File: src/logic/scsw_pkg.sv
// Shared constants and types of the system clock select and warm-up block.
`default_nettype none

package scsw_pkg;

  // ----------------------------------------------------------------
  // Register map
  // ----------------------------------------------------------------
  localparam int ADDR_W = 4;
  localparam logic [3:0] OFF_CLK_SEL = 4'h0;
  localparam logic [3:0] OFF_MULT_SEL = 4'h4;
  localparam logic [3:0] OFF_OSC_CTRL = 4'h8;
  localparam logic [3:0] OFF_SYS_CTRL = 4'hc;

  // system_clock_select fields.
  localparam int CS_FLAG_BIT = 0;
  localparam int CS_SEL_BIT = 1;
  // multiplier_select_reg fields.
  localparam int MS_SEL_BIT = 0;
  // oscillator_control fields.
  localparam int OC_START_BIT = 0;
  localparam int OC_BUSY_BIT = 1;
  localparam int OC_MULT_EN_BIT = 2;
  localparam int OC_WSRC_BIT = 3;
  localparam int OC_WTIME_LSB = 4;
  localparam int OC_HS_EN_BIT = 8;
  localparam int OC_LS_EN_BIT = 9;
  // system_clock_control fields.
  localparam int SC_GEAR_LSB = 0;
  localparam int SC_PRCK_LSB = 4;
  localparam int SC_FPSEL_BIT = 8;

  // Reset values of the stored fields and the prescaler code limit.
  localparam logic RST_HS_EN = 1'h1;
  localparam logic RST_LS_EN = 1'h1;
  localparam logic RST_MULT_EN = 1'h0;
  localparam logic [1:0] RST_GEAR = 2'h0;
  localparam logic [2:0] RST_PRCK = 3'h0;
  localparam logic [2:0] PRCK_MAX = 3'h5;

  // ----------------------------------------------------------------
  // Timing constants
  // ----------------------------------------------------------------
  localparam int WARM_W = 19;
  localparam int FAST_EXP_OFS = 9;
  localparam int SLOW_LO_EXP_OFS = 5;
  localparam int SLOW_HI_EXP_OFS = 11;
  localparam logic [2:0] SLOW_HI_FIRST = 3'h4;
  localparam int MULT_FACTOR = 4;
  localparam int TICK_TIMER_LOG2 = 5;

  // ----------------------------------------------------------------
  // Types
  // ----------------------------------------------------------------
  typedef enum logic [1:0] {
    MODE_RUN,
    MODE_IDLE,
    MODE_SLEEP,
    MODE_STOP
  } scsw_mode_e;

  typedef struct packed {
    logic [ADDR_W-1:0] addr;
    logic [31:0] wdata;
    logic wr;
    logic rd;
  } scsw_bus_req_s;

endpackage

`default_nettype wire

File: src/logic/scsw_clock_ctrl.sv
// System clock selection, multiplier, dividers and warm-up timer.
`default_nettype none

module scsw_clock_ctrl #(
  parameter int PERIOD_W = 8
) (
  // Clock and reset.
  input wire logic clk_sys,
  input wire logic rst,
  // Register port.
  input wire scsw_pkg::scsw_bus_req_s bus_req,
  output logic [31:0] rd_data_q,
  // Oscillator pulses, one cycle per oscillator period.
  input wire logic hs_osc_tick,
  input wire logic ls_osc_tick,
  // Power mode and wake event.
  input wire scsw_pkg::scsw_mode_e power_mode,
  input wire logic wake_irq,
  // Oscillator and multiplier run controls.
  output logic hs_osc_on_q,
  output logic ls_osc_on_q,
  output logic multiplier_on_q,
  // Derived clock enable pulses.
  output logic fast_clk_q,
  output logic sys_clk_q,
  output logic core_free_clk_q,
  output logic prescaler_clk_q,
  output logic tick_timer_clk_q,
  // Status.
  output logic warm_busy_q,
  output logic sys_is_slow_q
);

  // ----------------------------------------------------------------
  // Parameter check
  // ----------------------------------------------------------------
  if (PERIOD_W < 3) begin : g_bad
    $error("scsw_clock_ctrl needs PERIOD_W of at least three.");
  end

  typedef enum logic [1:0] {
    SW_IDLE,
    SW_WAIT_OLD,
    SW_WAIT_NEW
  } scsw_sw_e;

  localparam int WW = scsw_pkg::WARM_W;

  // ----------------------------------------------------------------
  // Register state
  // ----------------------------------------------------------------
  logic sel_slow_q;
  logic pll_sel_q;
  logic hs_en_q;
  logic ls_en_q;
  logic mult_en_q;
  logic wsrc_q;
  logic [2:0] wtime_q;
  logic [1:0] gear_q;
  logic [2:0] prck_q;
  logic fpsel_q;

  // Bus decode.
  logic wr_cs;
  logic wr_ms;
  logic wr_oc;
  logic wr_sc;
  logic [31:0] wd;
  assign wd = bus_req.wdata;
  assign wr_cs = bus_req.wr && (bus_req.addr == scsw_pkg::OFF_CLK_SEL);
  assign wr_ms = bus_req.wr && (bus_req.addr == scsw_pkg::OFF_MULT_SEL);
  assign wr_oc = bus_req.wr && (bus_req.addr == scsw_pkg::OFF_OSC_CTRL);
  assign wr_sc = bus_req.wr && (bus_req.addr == scsw_pkg::OFF_SYS_CTRL);

  // Prescaler ratios above 32 are clamped to 32.
  logic [2:0] prck_wr;
  assign prck_wr = (wd[scsw_pkg::SC_PRCK_LSB +: 3] > scsw_pkg::PRCK_MAX) ?
                   scsw_pkg::PRCK_MAX : wd[scsw_pkg::SC_PRCK_LSB +: 3];

  // Software-written fields; reset values give fast raw oscillator on every clock but the tick timer one.
  always_ff @(posedge clk_sys or posedge rst) begin
    if (rst) begin
      sel_slow_q <= 1'b0;
      pll_sel_q <= 1'b0;
      hs_en_q <= scsw_pkg::RST_HS_EN;
      ls_en_q <= scsw_pkg::RST_LS_EN;
      mult_en_q <= scsw_pkg::RST_MULT_EN;
      wsrc_q <= 1'b0;
      wtime_q <= 3'h0;
      gear_q <= scsw_pkg::RST_GEAR;
      prck_q <= scsw_pkg::RST_PRCK;
      fpsel_q <= 1'b0;
    end else begin
      if (wr_cs) begin
        sel_slow_q <= wd[scsw_pkg::CS_SEL_BIT];
      end
      if (wr_ms) begin
        pll_sel_q <= wd[scsw_pkg::MS_SEL_BIT];
      end
      if (wr_oc) begin
        hs_en_q <= wd[scsw_pkg::OC_HS_EN_BIT];
        ls_en_q <= wd[scsw_pkg::OC_LS_EN_BIT];
        mult_en_q <= wd[scsw_pkg::OC_MULT_EN_BIT];
        wsrc_q <= wd[scsw_pkg::OC_WSRC_BIT];
        wtime_q <= wd[scsw_pkg::OC_WTIME_LSB +: 3];
      end
      if (wr_sc) begin
        gear_q <= wd[scsw_pkg::SC_GEAR_LSB +: 2];
        prck_q <= prck_wr;
        fpsel_q <= wd[scsw_pkg::SC_FPSEL_BIT];
      end
    end
  end

  // ----------------------------------------------------------------
  // Power mode qualifiers
  // ----------------------------------------------------------------
  logic deep_mode;
  logic run_mode;
  assign deep_mode = (power_mode == scsw_pkg::MODE_SLEEP) ||
                     (power_mode == scsw_pkg::MODE_STOP);
  assign run_mode = (power_mode == scsw_pkg::MODE_RUN);

  // Oscillator and multiplier run outputs; multiplier is forced off deep asleep.
  always_ff @(posedge clk_sys or posedge rst) begin
    if (rst) begin
      hs_osc_on_q <= scsw_pkg::RST_HS_EN;
      ls_osc_on_q <= scsw_pkg::RST_LS_EN;
      multiplier_on_q <= scsw_pkg::RST_MULT_EN;
    end else begin
      hs_osc_on_q <= hs_en_q;
      ls_osc_on_q <= ls_en_q;
      multiplier_on_q <= mult_en_q && !deep_mode;
    end
  end

  // ----------------------------------------------------------------
  // Multiplier: four evenly spaced pulses per fast oscillator period
  // ----------------------------------------------------------------
  logic [PERIOD_W-1:0] per_cnt_q;
  logic [PERIOD_W-1:0] period_q;
  logic [PERIOD_W-1:0] gap_q;
  logic [1:0] sub_left_q;
  logic [PERIOD_W-1:0] quarter;
  logic gap_end;
  logic pll_tick;
  assign quarter = (period_q >> 2) == '0 ? PERIOD_W'(1) : (period_q >> 2);
  assign gap_end = (sub_left_q != 2'h0) && (gap_q == PERIOD_W'(1));
  assign pll_tick = multiplier_on_q && (hs_osc_tick || gap_end);

  // Measures the oscillator period and spaces the extra pulses across it.
  always_ff @(posedge clk_sys or posedge rst) begin
    if (rst) begin
      per_cnt_q <= '0;
      period_q <= '0;
      gap_q <= '0;
      sub_left_q <= 2'h0;
    end else if (hs_osc_tick) begin
      per_cnt_q <= '0;
      period_q <= per_cnt_q + 1'b1;
      gap_q <= quarter;
      sub_left_q <= 2'(scsw_pkg::MULT_FACTOR - 1);
    end else begin
      if (per_cnt_q != '1) begin
        per_cnt_q <= per_cnt_q + 1'b1;
      end
      if (sub_left_q != 2'h0) begin
        gap_q <= gap_end ? quarter : gap_q - 1'b1;
        sub_left_q <= gap_end ? sub_left_q - 1'b1 : sub_left_q;
      end
    end
  end

  // ----------------------------------------------------------------
  // Fast clock, gear and prescaler
  // ----------------------------------------------------------------
  logic fast_tick;
  logic gear_tick;
  logic periph_tick;
  assign fast_tick = (pll_sel_q && multiplier_on_q) ? pll_tick : hs_osc_tick;
  assign periph_tick = fpsel_q ? fast_tick : gear_tick;

  // Gear: fast clock divided by 1, 2, 4 or 8.
  scsw_tick_div #(.CNT_W(3), .SEL_W(2)) u_gear (
    .clk_sys(clk_sys),
    .rst(rst),
    .tick_in(fast_tick),
    .div_log2(gear_q),
    .tick_out_q(gear_tick)
  );

  // Prescaler: peripheral source divided by 1 to 32.
  scsw_tick_div #(.CNT_W(5), .SEL_W(3)) u_presc (
    .clk_sys(clk_sys),
    .rst(rst),
    .tick_in(periph_tick),
    .div_log2(prck_q),
    .tick_out_q(prescaler_clk_q)
  );

  // Tick timer clock: fast oscillator divided by 32.
  scsw_tick_div #(.CNT_W(5), .SEL_W(3)) u_tick ( 
    .clk_sys(clk_sys),
    .rst(rst),
    .tick_in(hs_osc_tick),
    .div_log2(3'(scsw_pkg::TICK_TIMER_LOG2)),
    .tick_out_q(tick_timer_clk_q)
  );

  // ----------------------------------------------------------------
  // Glitch-free system clock switch
  // ----------------------------------------------------------------
  scsw_sw_e sw_q;
  scsw_sw_e sw_d;
  logic flag_slow_d;
  logic old_tick;
  logic new_tick;
  logic sys_tick;
  assign old_tick = sys_is_slow_q ? ls_osc_tick : gear_tick;
  assign new_tick = sys_is_slow_q ? gear_tick : ls_osc_tick;
  assign sys_tick = (sw_q == SW_WAIT_NEW) ? 1'b0 : old_tick;

  // Finish the old source period, hold quiet, then start on a new source edge.
  always_comb begin
    sw_d = sw_q;
    flag_slow_d = sys_is_slow_q;
    case (sw_q)
      SW_IDLE: begin
        if (sel_slow_q != sys_is_slow_q) begin
          sw_d = SW_WAIT_OLD;
        end
      end
      SW_WAIT_OLD: begin
        if (old_tick) begin
          sw_d = SW_WAIT_NEW;
        end
      end
      SW_WAIT_NEW: begin
        if (new_tick) begin
          flag_slow_d = ~sys_is_slow_q;
          sw_d = SW_IDLE;
        end
      end
      default: begin
        sw_d = SW_IDLE;
      end
    endcase
  end

  // Switch state and the status flag.
  always_ff @(posedge clk_sys or posedge rst) begin
    if (rst) begin
      sw_q <= SW_IDLE;
      sys_is_slow_q <= 1'b0;
    end else begin
      sw_q <= sw_d;
      sys_is_slow_q <= flag_slow_d;
    end
  end

  // ----------------------------------------------------------------
  // Warm-up timer
  // ----------------------------------------------------------------
  logic [WW-1:0] warm_cnt_q;
  logic [WW-1:0] warm_target;
  logic [4:0] warm_exp;
  logic warm_tick;
  logic warm_start;
  logic wake_start;
  logic warm_done;
  logic wake_hold_q;

  // Exponent of the count for each source and code.
  assign warm_exp = !wsrc_q ? 5'(wtime_q) + 5'(scsw_pkg::FAST_EXP_OFS) :
                    (wtime_q < scsw_pkg::SLOW_HI_FIRST) ?
                    5'(wtime_q) + 5'(scsw_pkg::SLOW_LO_EXP_OFS) :
                    5'(wtime_q) + 5'(scsw_pkg::SLOW_HI_EXP_OFS);
  assign warm_target = WW'(32'h0000_0001 << warm_exp);
  assign warm_tick = wsrc_q ? ls_osc_tick : hs_osc_tick;
  assign wake_start = wake_irq && deep_mode;
  assign warm_start = (wr_oc && wd[scsw_pkg::OC_START_BIT]) || wake_start;
  assign warm_done = warm_busy_q && warm_tick && (warm_cnt_q == warm_target - 1'b1);

  // Counts oscillator periods; code zero ends at once.
  always_ff @(posedge clk_sys or posedge rst) begin
    if (rst) begin
      warm_cnt_q <= '0;
      warm_busy_q <= 1'b0;
    end else if (warm_start) begin
      warm_cnt_q <= '0;
      warm_busy_q <= (wtime_q != 3'h0);
    end else if (warm_done) begin
      warm_busy_q <= 1'b0;
    end else if (warm_busy_q && warm_tick) begin
      warm_cnt_q <= warm_cnt_q + 1'b1;
    end
  end

  // Holds the core clock after a wake until warm-up has finished.
  always_ff @(posedge clk_sys or posedge rst) begin
    if (rst) begin
      wake_hold_q <= 1'b0;
    end else if (wake_start) begin
      wake_hold_q <= 1'b1;
    end else if (!warm_busy_q) begin
      wake_hold_q <= 1'b0;
    end
  end

  // ----------------------------------------------------------------
  // Clock enable outputs
  // ----------------------------------------------------------------
  always_ff @(posedge clk_sys or posedge rst) begin
    if (rst) begin
      fast_clk_q <= 1'b0;
      sys_clk_q <= 1'b0;
      core_free_clk_q <= 1'b0;
    end else begin
      fast_clk_q <= fast_tick;
      sys_clk_q <= sys_tick;
      core_free_clk_q <= sys_tick && run_mode && !wake_hold_q;
    end
  end

  // ----------------------------------------------------------------
  // Read path
  // ----------------------------------------------------------------
  logic [31:0] rd_mux;
  always_comb begin
    rd_mux = 32'h0000_0000;
    case (bus_req.addr)
      scsw_pkg::OFF_CLK_SEL: begin
        rd_mux[scsw_pkg::CS_SEL_BIT] = sel_slow_q;
        rd_mux[scsw_pkg::CS_FLAG_BIT] = sys_is_slow_q;
      end
      scsw_pkg::OFF_MULT_SEL: begin
        rd_mux[scsw_pkg::MS_SEL_BIT] = pll_sel_q;
      end
      scsw_pkg::OFF_OSC_CTRL: begin
        rd_mux[scsw_pkg::OC_BUSY_BIT] = warm_busy_q;
        rd_mux[scsw_pkg::OC_MULT_EN_BIT] = mult_en_q;
        rd_mux[scsw_pkg::OC_WSRC_BIT] = wsrc_q;
        rd_mux[scsw_pkg::OC_WTIME_LSB +: 3] = wtime_q;
        rd_mux[scsw_pkg::OC_HS_EN_BIT] = hs_en_q;
        rd_mux[scsw_pkg::OC_LS_EN_BIT] = ls_en_q;
      end
      scsw_pkg::OFF_SYS_CTRL: begin
        rd_mux[scsw_pkg::SC_GEAR_LSB +: 2] = gear_q;
        rd_mux[scsw_pkg::SC_PRCK_LSB +: 3] = prck_q;
        rd_mux[scsw_pkg::SC_FPSEL_BIT] = fpsel_q;
      end
      default: begin
        rd_mux = 32'h0000_0000;
      end
    endcase
  end

  // Read data stand only in the cycle after the read strobe.
  always_ff @(posedge clk_sys or posedge rst) begin
    if (rst) begin
      rd_data_q <= 32'h0000_0000;
    end else begin
      rd_data_q <= bus_req.rd ? rd_mux : 32'h0000_0000;
    end
  end

endmodule

`default_nettype wire

File: src/logic/scsw_tick_div.sv
// Power-of-two divider of a one-cycle enable pulse stream.
`default_nettype none

module scsw_tick_div #(
  parameter int CNT_W = 5,
  parameter int SEL_W = 3
) (
  // Clock and reset.
  input wire logic clk_sys,
  input wire logic rst,
  // Pulse in, ratio and pulse out.
  input wire logic tick_in,
  input wire logic [SEL_W-1:0] div_log2,
  output logic tick_out_q
);

  // ----------------------------------------------------------------
  // Parameter check
  // ----------------------------------------------------------------
  if (CNT_W < 1 || SEL_W < 1) begin : g_bad
    $error("scsw_tick_div needs CNT_W and SEL_W of at least one.");
  end

  logic [CNT_W-1:0] cnt_q;
  logic [CNT_W-1:0] mask;
  logic hit;

  // One pulse out for every 2**div_log2 pulses in.
  assign mask = CNT_W'((32'h0000_0001 << div_log2) - 32'h0000_0001);
  assign hit = tick_in && ((cnt_q & mask) == mask);

  // Counts input pulses and emits the divided pulse.
  always_ff @(posedge clk_sys or posedge rst) begin
    if (rst) begin
      cnt_q <= '0;
      tick_out_q <= 1'b0;
    end else begin
      if (tick_in) begin
        cnt_q <= cnt_q + 1'b1;
      end
      tick_out_q <= hit;
    end
  end

endmodule

`default_nettype wire

File: config.mk
export PLATFORM = sky130hd
export DESIGN_NAME = scsw_clock_ctrl
export DESIGN_NICKNAME = d
export VERILOG_FILES = /design/src/logic/scsw_pkg.sv /design/src/logic/scsw_clock_ctrl.sv /design/src/logic/scsw_tick_div.sv
export SDC_FILE = /design/constraint.sdc
export NUM_CORES = 1
export LEC_CHECK = 0
export BUFFER_PORTS_ARGS = -buffer_cell sky130_fd_sc_hd__buf_2
export CAP_MARGIN = 20
export CORE_MARGIN = 1.5
export CORE_UTILIZATION = 45
export DETAILED_ROUTE_END_ITERATION = 12
export PLACE_DENSITY = 0.75
export SYNTH_ARGS = -nofsm -noshare
export SYNTH_HDL_FRONTEND = slang
export SYNTH_SLANG_ARGS = --single-unit
File: constraint.sdc
create_clock -name clk_sys -period 4.33 [get_ports clk_sys]
set_input_delay 0.2165 -clock clk_sys [delete_from_list [all_inputs] [get_ports clk_sys]]
set_output_delay 0.2165 -clock clk_sys [all_outputs]
set_load 0.005 [all_outputs]
==> results.json <==
{
  "grt_pass1_wl_um": 22700,
  "p_int_mw": 2.07,
  "required_ns": 4.60,
  "clkPwrFrac_pct": 26.3,
  "synth_area_um2": 5830,
  "pre_cts_ws_ns": 0.0926,
  "viasPerCell": 5.85,
  "grt_max_degree": 53,
  "cts_sinks": 94,
  "crit_path_start_kind": "register",
  "crit_buf_inv": 3,
  "grt_use_total_pct": 20.8,
  "die_w_um": 117,
  "yosysSeqAreaShare_pct": 40.4,
  "skew_ns": 0.0135,
  "maxCapViolations": 0,
  "finalCritPeriodShare_pct": 94.8,
  "crit_cells": 17,
  "drive_gt1_share_pct": 16.6,
  "layout.cells.non_filler": 848,
  "synth_cells": 636,
  "max_freq_ghz": 0.244,
  "fp.dieH_um": 117,
  "reg2reg_depth": 17,
  "first_iter_violations": 275,
  "period_minus_slack_ns": 4.11,
  "post_synth.cell_area_avg_um2": 9.17,
  "crit_slowest_cell": "or4_1",
  "cp-end-kind": "register",
  "fin_tns_setup_ns": 0,
  "grt_pass1_vias": 4755,
  "rsz0062_at_grt": "no",
  "area_growth_pct": 11.8,
  "synth_edf_count": 0,
  "netSwitchingPower_mw": 1.20,
  "num_antenna_cells": 0,
  "hold_violations": 0,
  "clk_path_buf_depth": 2,
  "power.share.switching_pct": 36.6,
  "seq_power_share_pct": 38.2,
  "drv_slew": 0,
  "p_per_area_nw_per_um2": 502,
  "clk_latency_ns": 0.35,
  "cts_root_buf": "clkbuf_16",
  "fin_nets": 730,
  "leakagePower_nw": 2.81,
  "cts_max_level": 3,
  "core-area_um2": 12600,
  "drt-pass1-iter-count": 5,
  "grt_antenna_before_repair": 0,
  "critPathTopFamily": "simple AND/OR/NAND/NOR gates",
  "peakVddDrop_uv": 374,
  "place_inst": 830,
  "die-area_um2": 13700,
  "async_flop_share_pct": 100,
  "slew_headroom_pct": 30.0,
  "ys_ff_latch": 94,
  "numPortBuffers": 40,
  "std_cell_rows": 41,
  "fill_cells": 1173,
  "pwr-share-comb_pct": 35.4,
  "critical_path.cell_chain": "ha_1 -> ha_1 -> or3_1 -> nand3_2 -> nand3_1 -> ha_1 -> buf_4 -> o31ai_1 -> o21ai_2 -> a211oi_1 -> a311oi_1 -> o32ai_2 -> nor4_4 -> buf_4 -> clkbuf_16 -> or4_1 -> a21oi_1",
  "finalSetupViolCount": 0,
  "cpPeakStageDelay_ns": 0.47,
  "critPathArrivalTime_ns": 4.37,
  "cts.clk_slew.worst_paths_ns": 0.07,
  "place.gp.congestion": 0.939,
  "cts_tree": "done",
  "synthFlopType": "dfrtp_1",
  "cts_buffers": 9,
  "cpMostUsedCell": "ha_1",
  "initial_utilization_pct": 46.2,
  "path_class": "reg2reg",
  "setup_ws_ns": 0.224,
  "cts_hold_buf": 0,
  "fin_area_um2": 6520,
  "run_status": "finished, final reports clean",
  "drt-total-wl_um": 13700,
  "synth_cell_type_count": 75,
  "tightest_slew_ns": 1.05,
  "dp_hpwl_um": 9840,
  "worstPathMaxFanout": 16,
  "remaining_drc_errors": 0,
  "vias": 4963,
  "grt.overflow.total": 0,
  "drtAntennaViolNets": 0,
  "hold_class": "in2async",
  "placed_cell_area_um2": 6130,
  "yosysWarnings": 0,
  "wl_per_cell_um": 16.2,
  "io_pins": 87
}
==> worst reg2reg max path: cells and delay by family, from the launching register on <==
family	cells	cell delay (ns)
AOI/OAI and AO/OA	6	1.12
adders and majority gates	3	0.78
buffers and inverters	3	0.50
DFF	1	0.42
and+or+nand+nor	5	1.19
==> path summary, 6_finish.rpt <==
check | startpoint | endpoint | slack [ns]
hold / removal | rst | u_tick.cnt_q[4] | 0.03
setup / recovery | wtime_q[0] | warm_cnt_q[13] | 0.22
min in group clk_sys | power_mode[0] | core_free_clk_q | 0.04
setup reg to reg | wtime_q[0] | warm_cnt_q[13] | 0.22
hold reg to reg | ls_en_q | ls_osc_on_q | 0.37
max in group asynchronous | rst | ls_en_q | 3.23
==> synthesized netlist by cell type, drive strengths merged, types with 16 or more instances <==
| cell | count | share of area (%) |
|---|---|---|
| clkbuf | 16 | 1.0 |
| inv | 20 | 1.3 |
| dfrtp | 90 | 39 |
| nor2 | 48 | 3.1 |
| or4 | 19 | 2.4 |
| buf | 42 | 5.0 |
| o31ai | 20 | 2.7 |
| nand3 | 25 | 2.3 |
| o21ai | 30 | 2.7 |
| a21oi | 45 | 3.9 |
| nand2 | 57 | 3.7 |
| xnor2 | 20 | 3.0 |
==> cells by family after synthesis <==
logic type                 Yosys count  synth area share, %
and+or+nand+nor                    243                 22.6
AOI/OAI and AO/OA                  151                 17.5
DFF                                 94                 40.4
buffers and inverters               78                 7.36
xor gates and xnor gates            30                 4.50
muxes                               25                 4.59
adders and majority gates           14                 3.00
other                                1               0.0643
==> timing repair <==
action / 4_1_cts / 5_1_grt
setup endpoints to repair: 0 / 17
gates resized for setup: 0 / 5
setup buffers: 0 / 1
==> cells in the final DEF, fill, tap and decap left out, drive strengths merged, types with 20 or more instances in the layout <==
| cell | n |
|---|---|
| inv | 21 |
| dfrtp | 90 |
| xnor2 | 20 |
| nand2 | 57 |
| nor2 | 48 |
| a21oi | 45 |
| buf | 59 |
| o31ai | 20 |
| nand3 | 25 |
| conb | 23 |
| o21ai | 30 |
==> through the flow <==
step           hold slack (ns)  util (%)  power [mW]
3_3_place_gp             0.362      48.6        2.33
3_5_place_dp             0.368      48.6        2.39
6_report                0.0297      51.7        3.27
5_1_grt                 0.0406      51.7        3.46
2_1_floorplan            0.282         -        2.07
4_1_cts                 0.0390      51.2        3.26
==> metal layers <==
layer	global-route usage (%)	vias to the layer above	wire, um
li1	-	2362	-
met1	27.5	2428	6010
met2	34.9	148	6790
met3	3.30	25	605
met4	7.47	0	299
met5	0	-	0
==> layout make-up <==
class | count | area (um2) | share of cell area (%)
multi-input cells | 486 | 3170 | 48.6
well taps | 172 | 215 | 3.30
clock inverters | 6 | 92.6 | 1.42
flip-flops and latches | 94 | 2360 | 36.2
inverters | 20 | 76.3 | 1.17
repair buffers | 60 | 380 | 5.83
clock buffers | 10 | 229 | 3.51
==> flip-flops by register name (all words and copies together), names as in the netlist, 2 cells and up <==
| signal | count |
|---|---|
| warm_cnt_q | 19 |
| u_gear.cnt_q | 3 |
| period_q | 6 |
| prck_q | 3 |
| per_cnt_q | 8 |
| u_tick.cnt_q | 5 |
| gap_q | 8 |
| gear_q | 2 |
| sub_left_q | 2 |
| sw_q | 2 |
| wtime_q | 3 |
| rd_data_q | 9 |
| u_presc.cnt_q | 5 |
==> power by group through the flow <==
stage | Clock (mW) | Combinational (mW) | Sequential (mW)
after floorplan | 0 | 0.871 | 1.20
after global routing | 0.904 | 1.28 | 1.28
after CTS | 0.873 | 1.14 | 1.25
after detailed placement | 0 | 1.13 | 1.26
after global placement | 0 | 1.08 | 1.25
final | 0.861 | 1.16 | 1.25
Note: power is estimated with default switching activity, not from simulation.
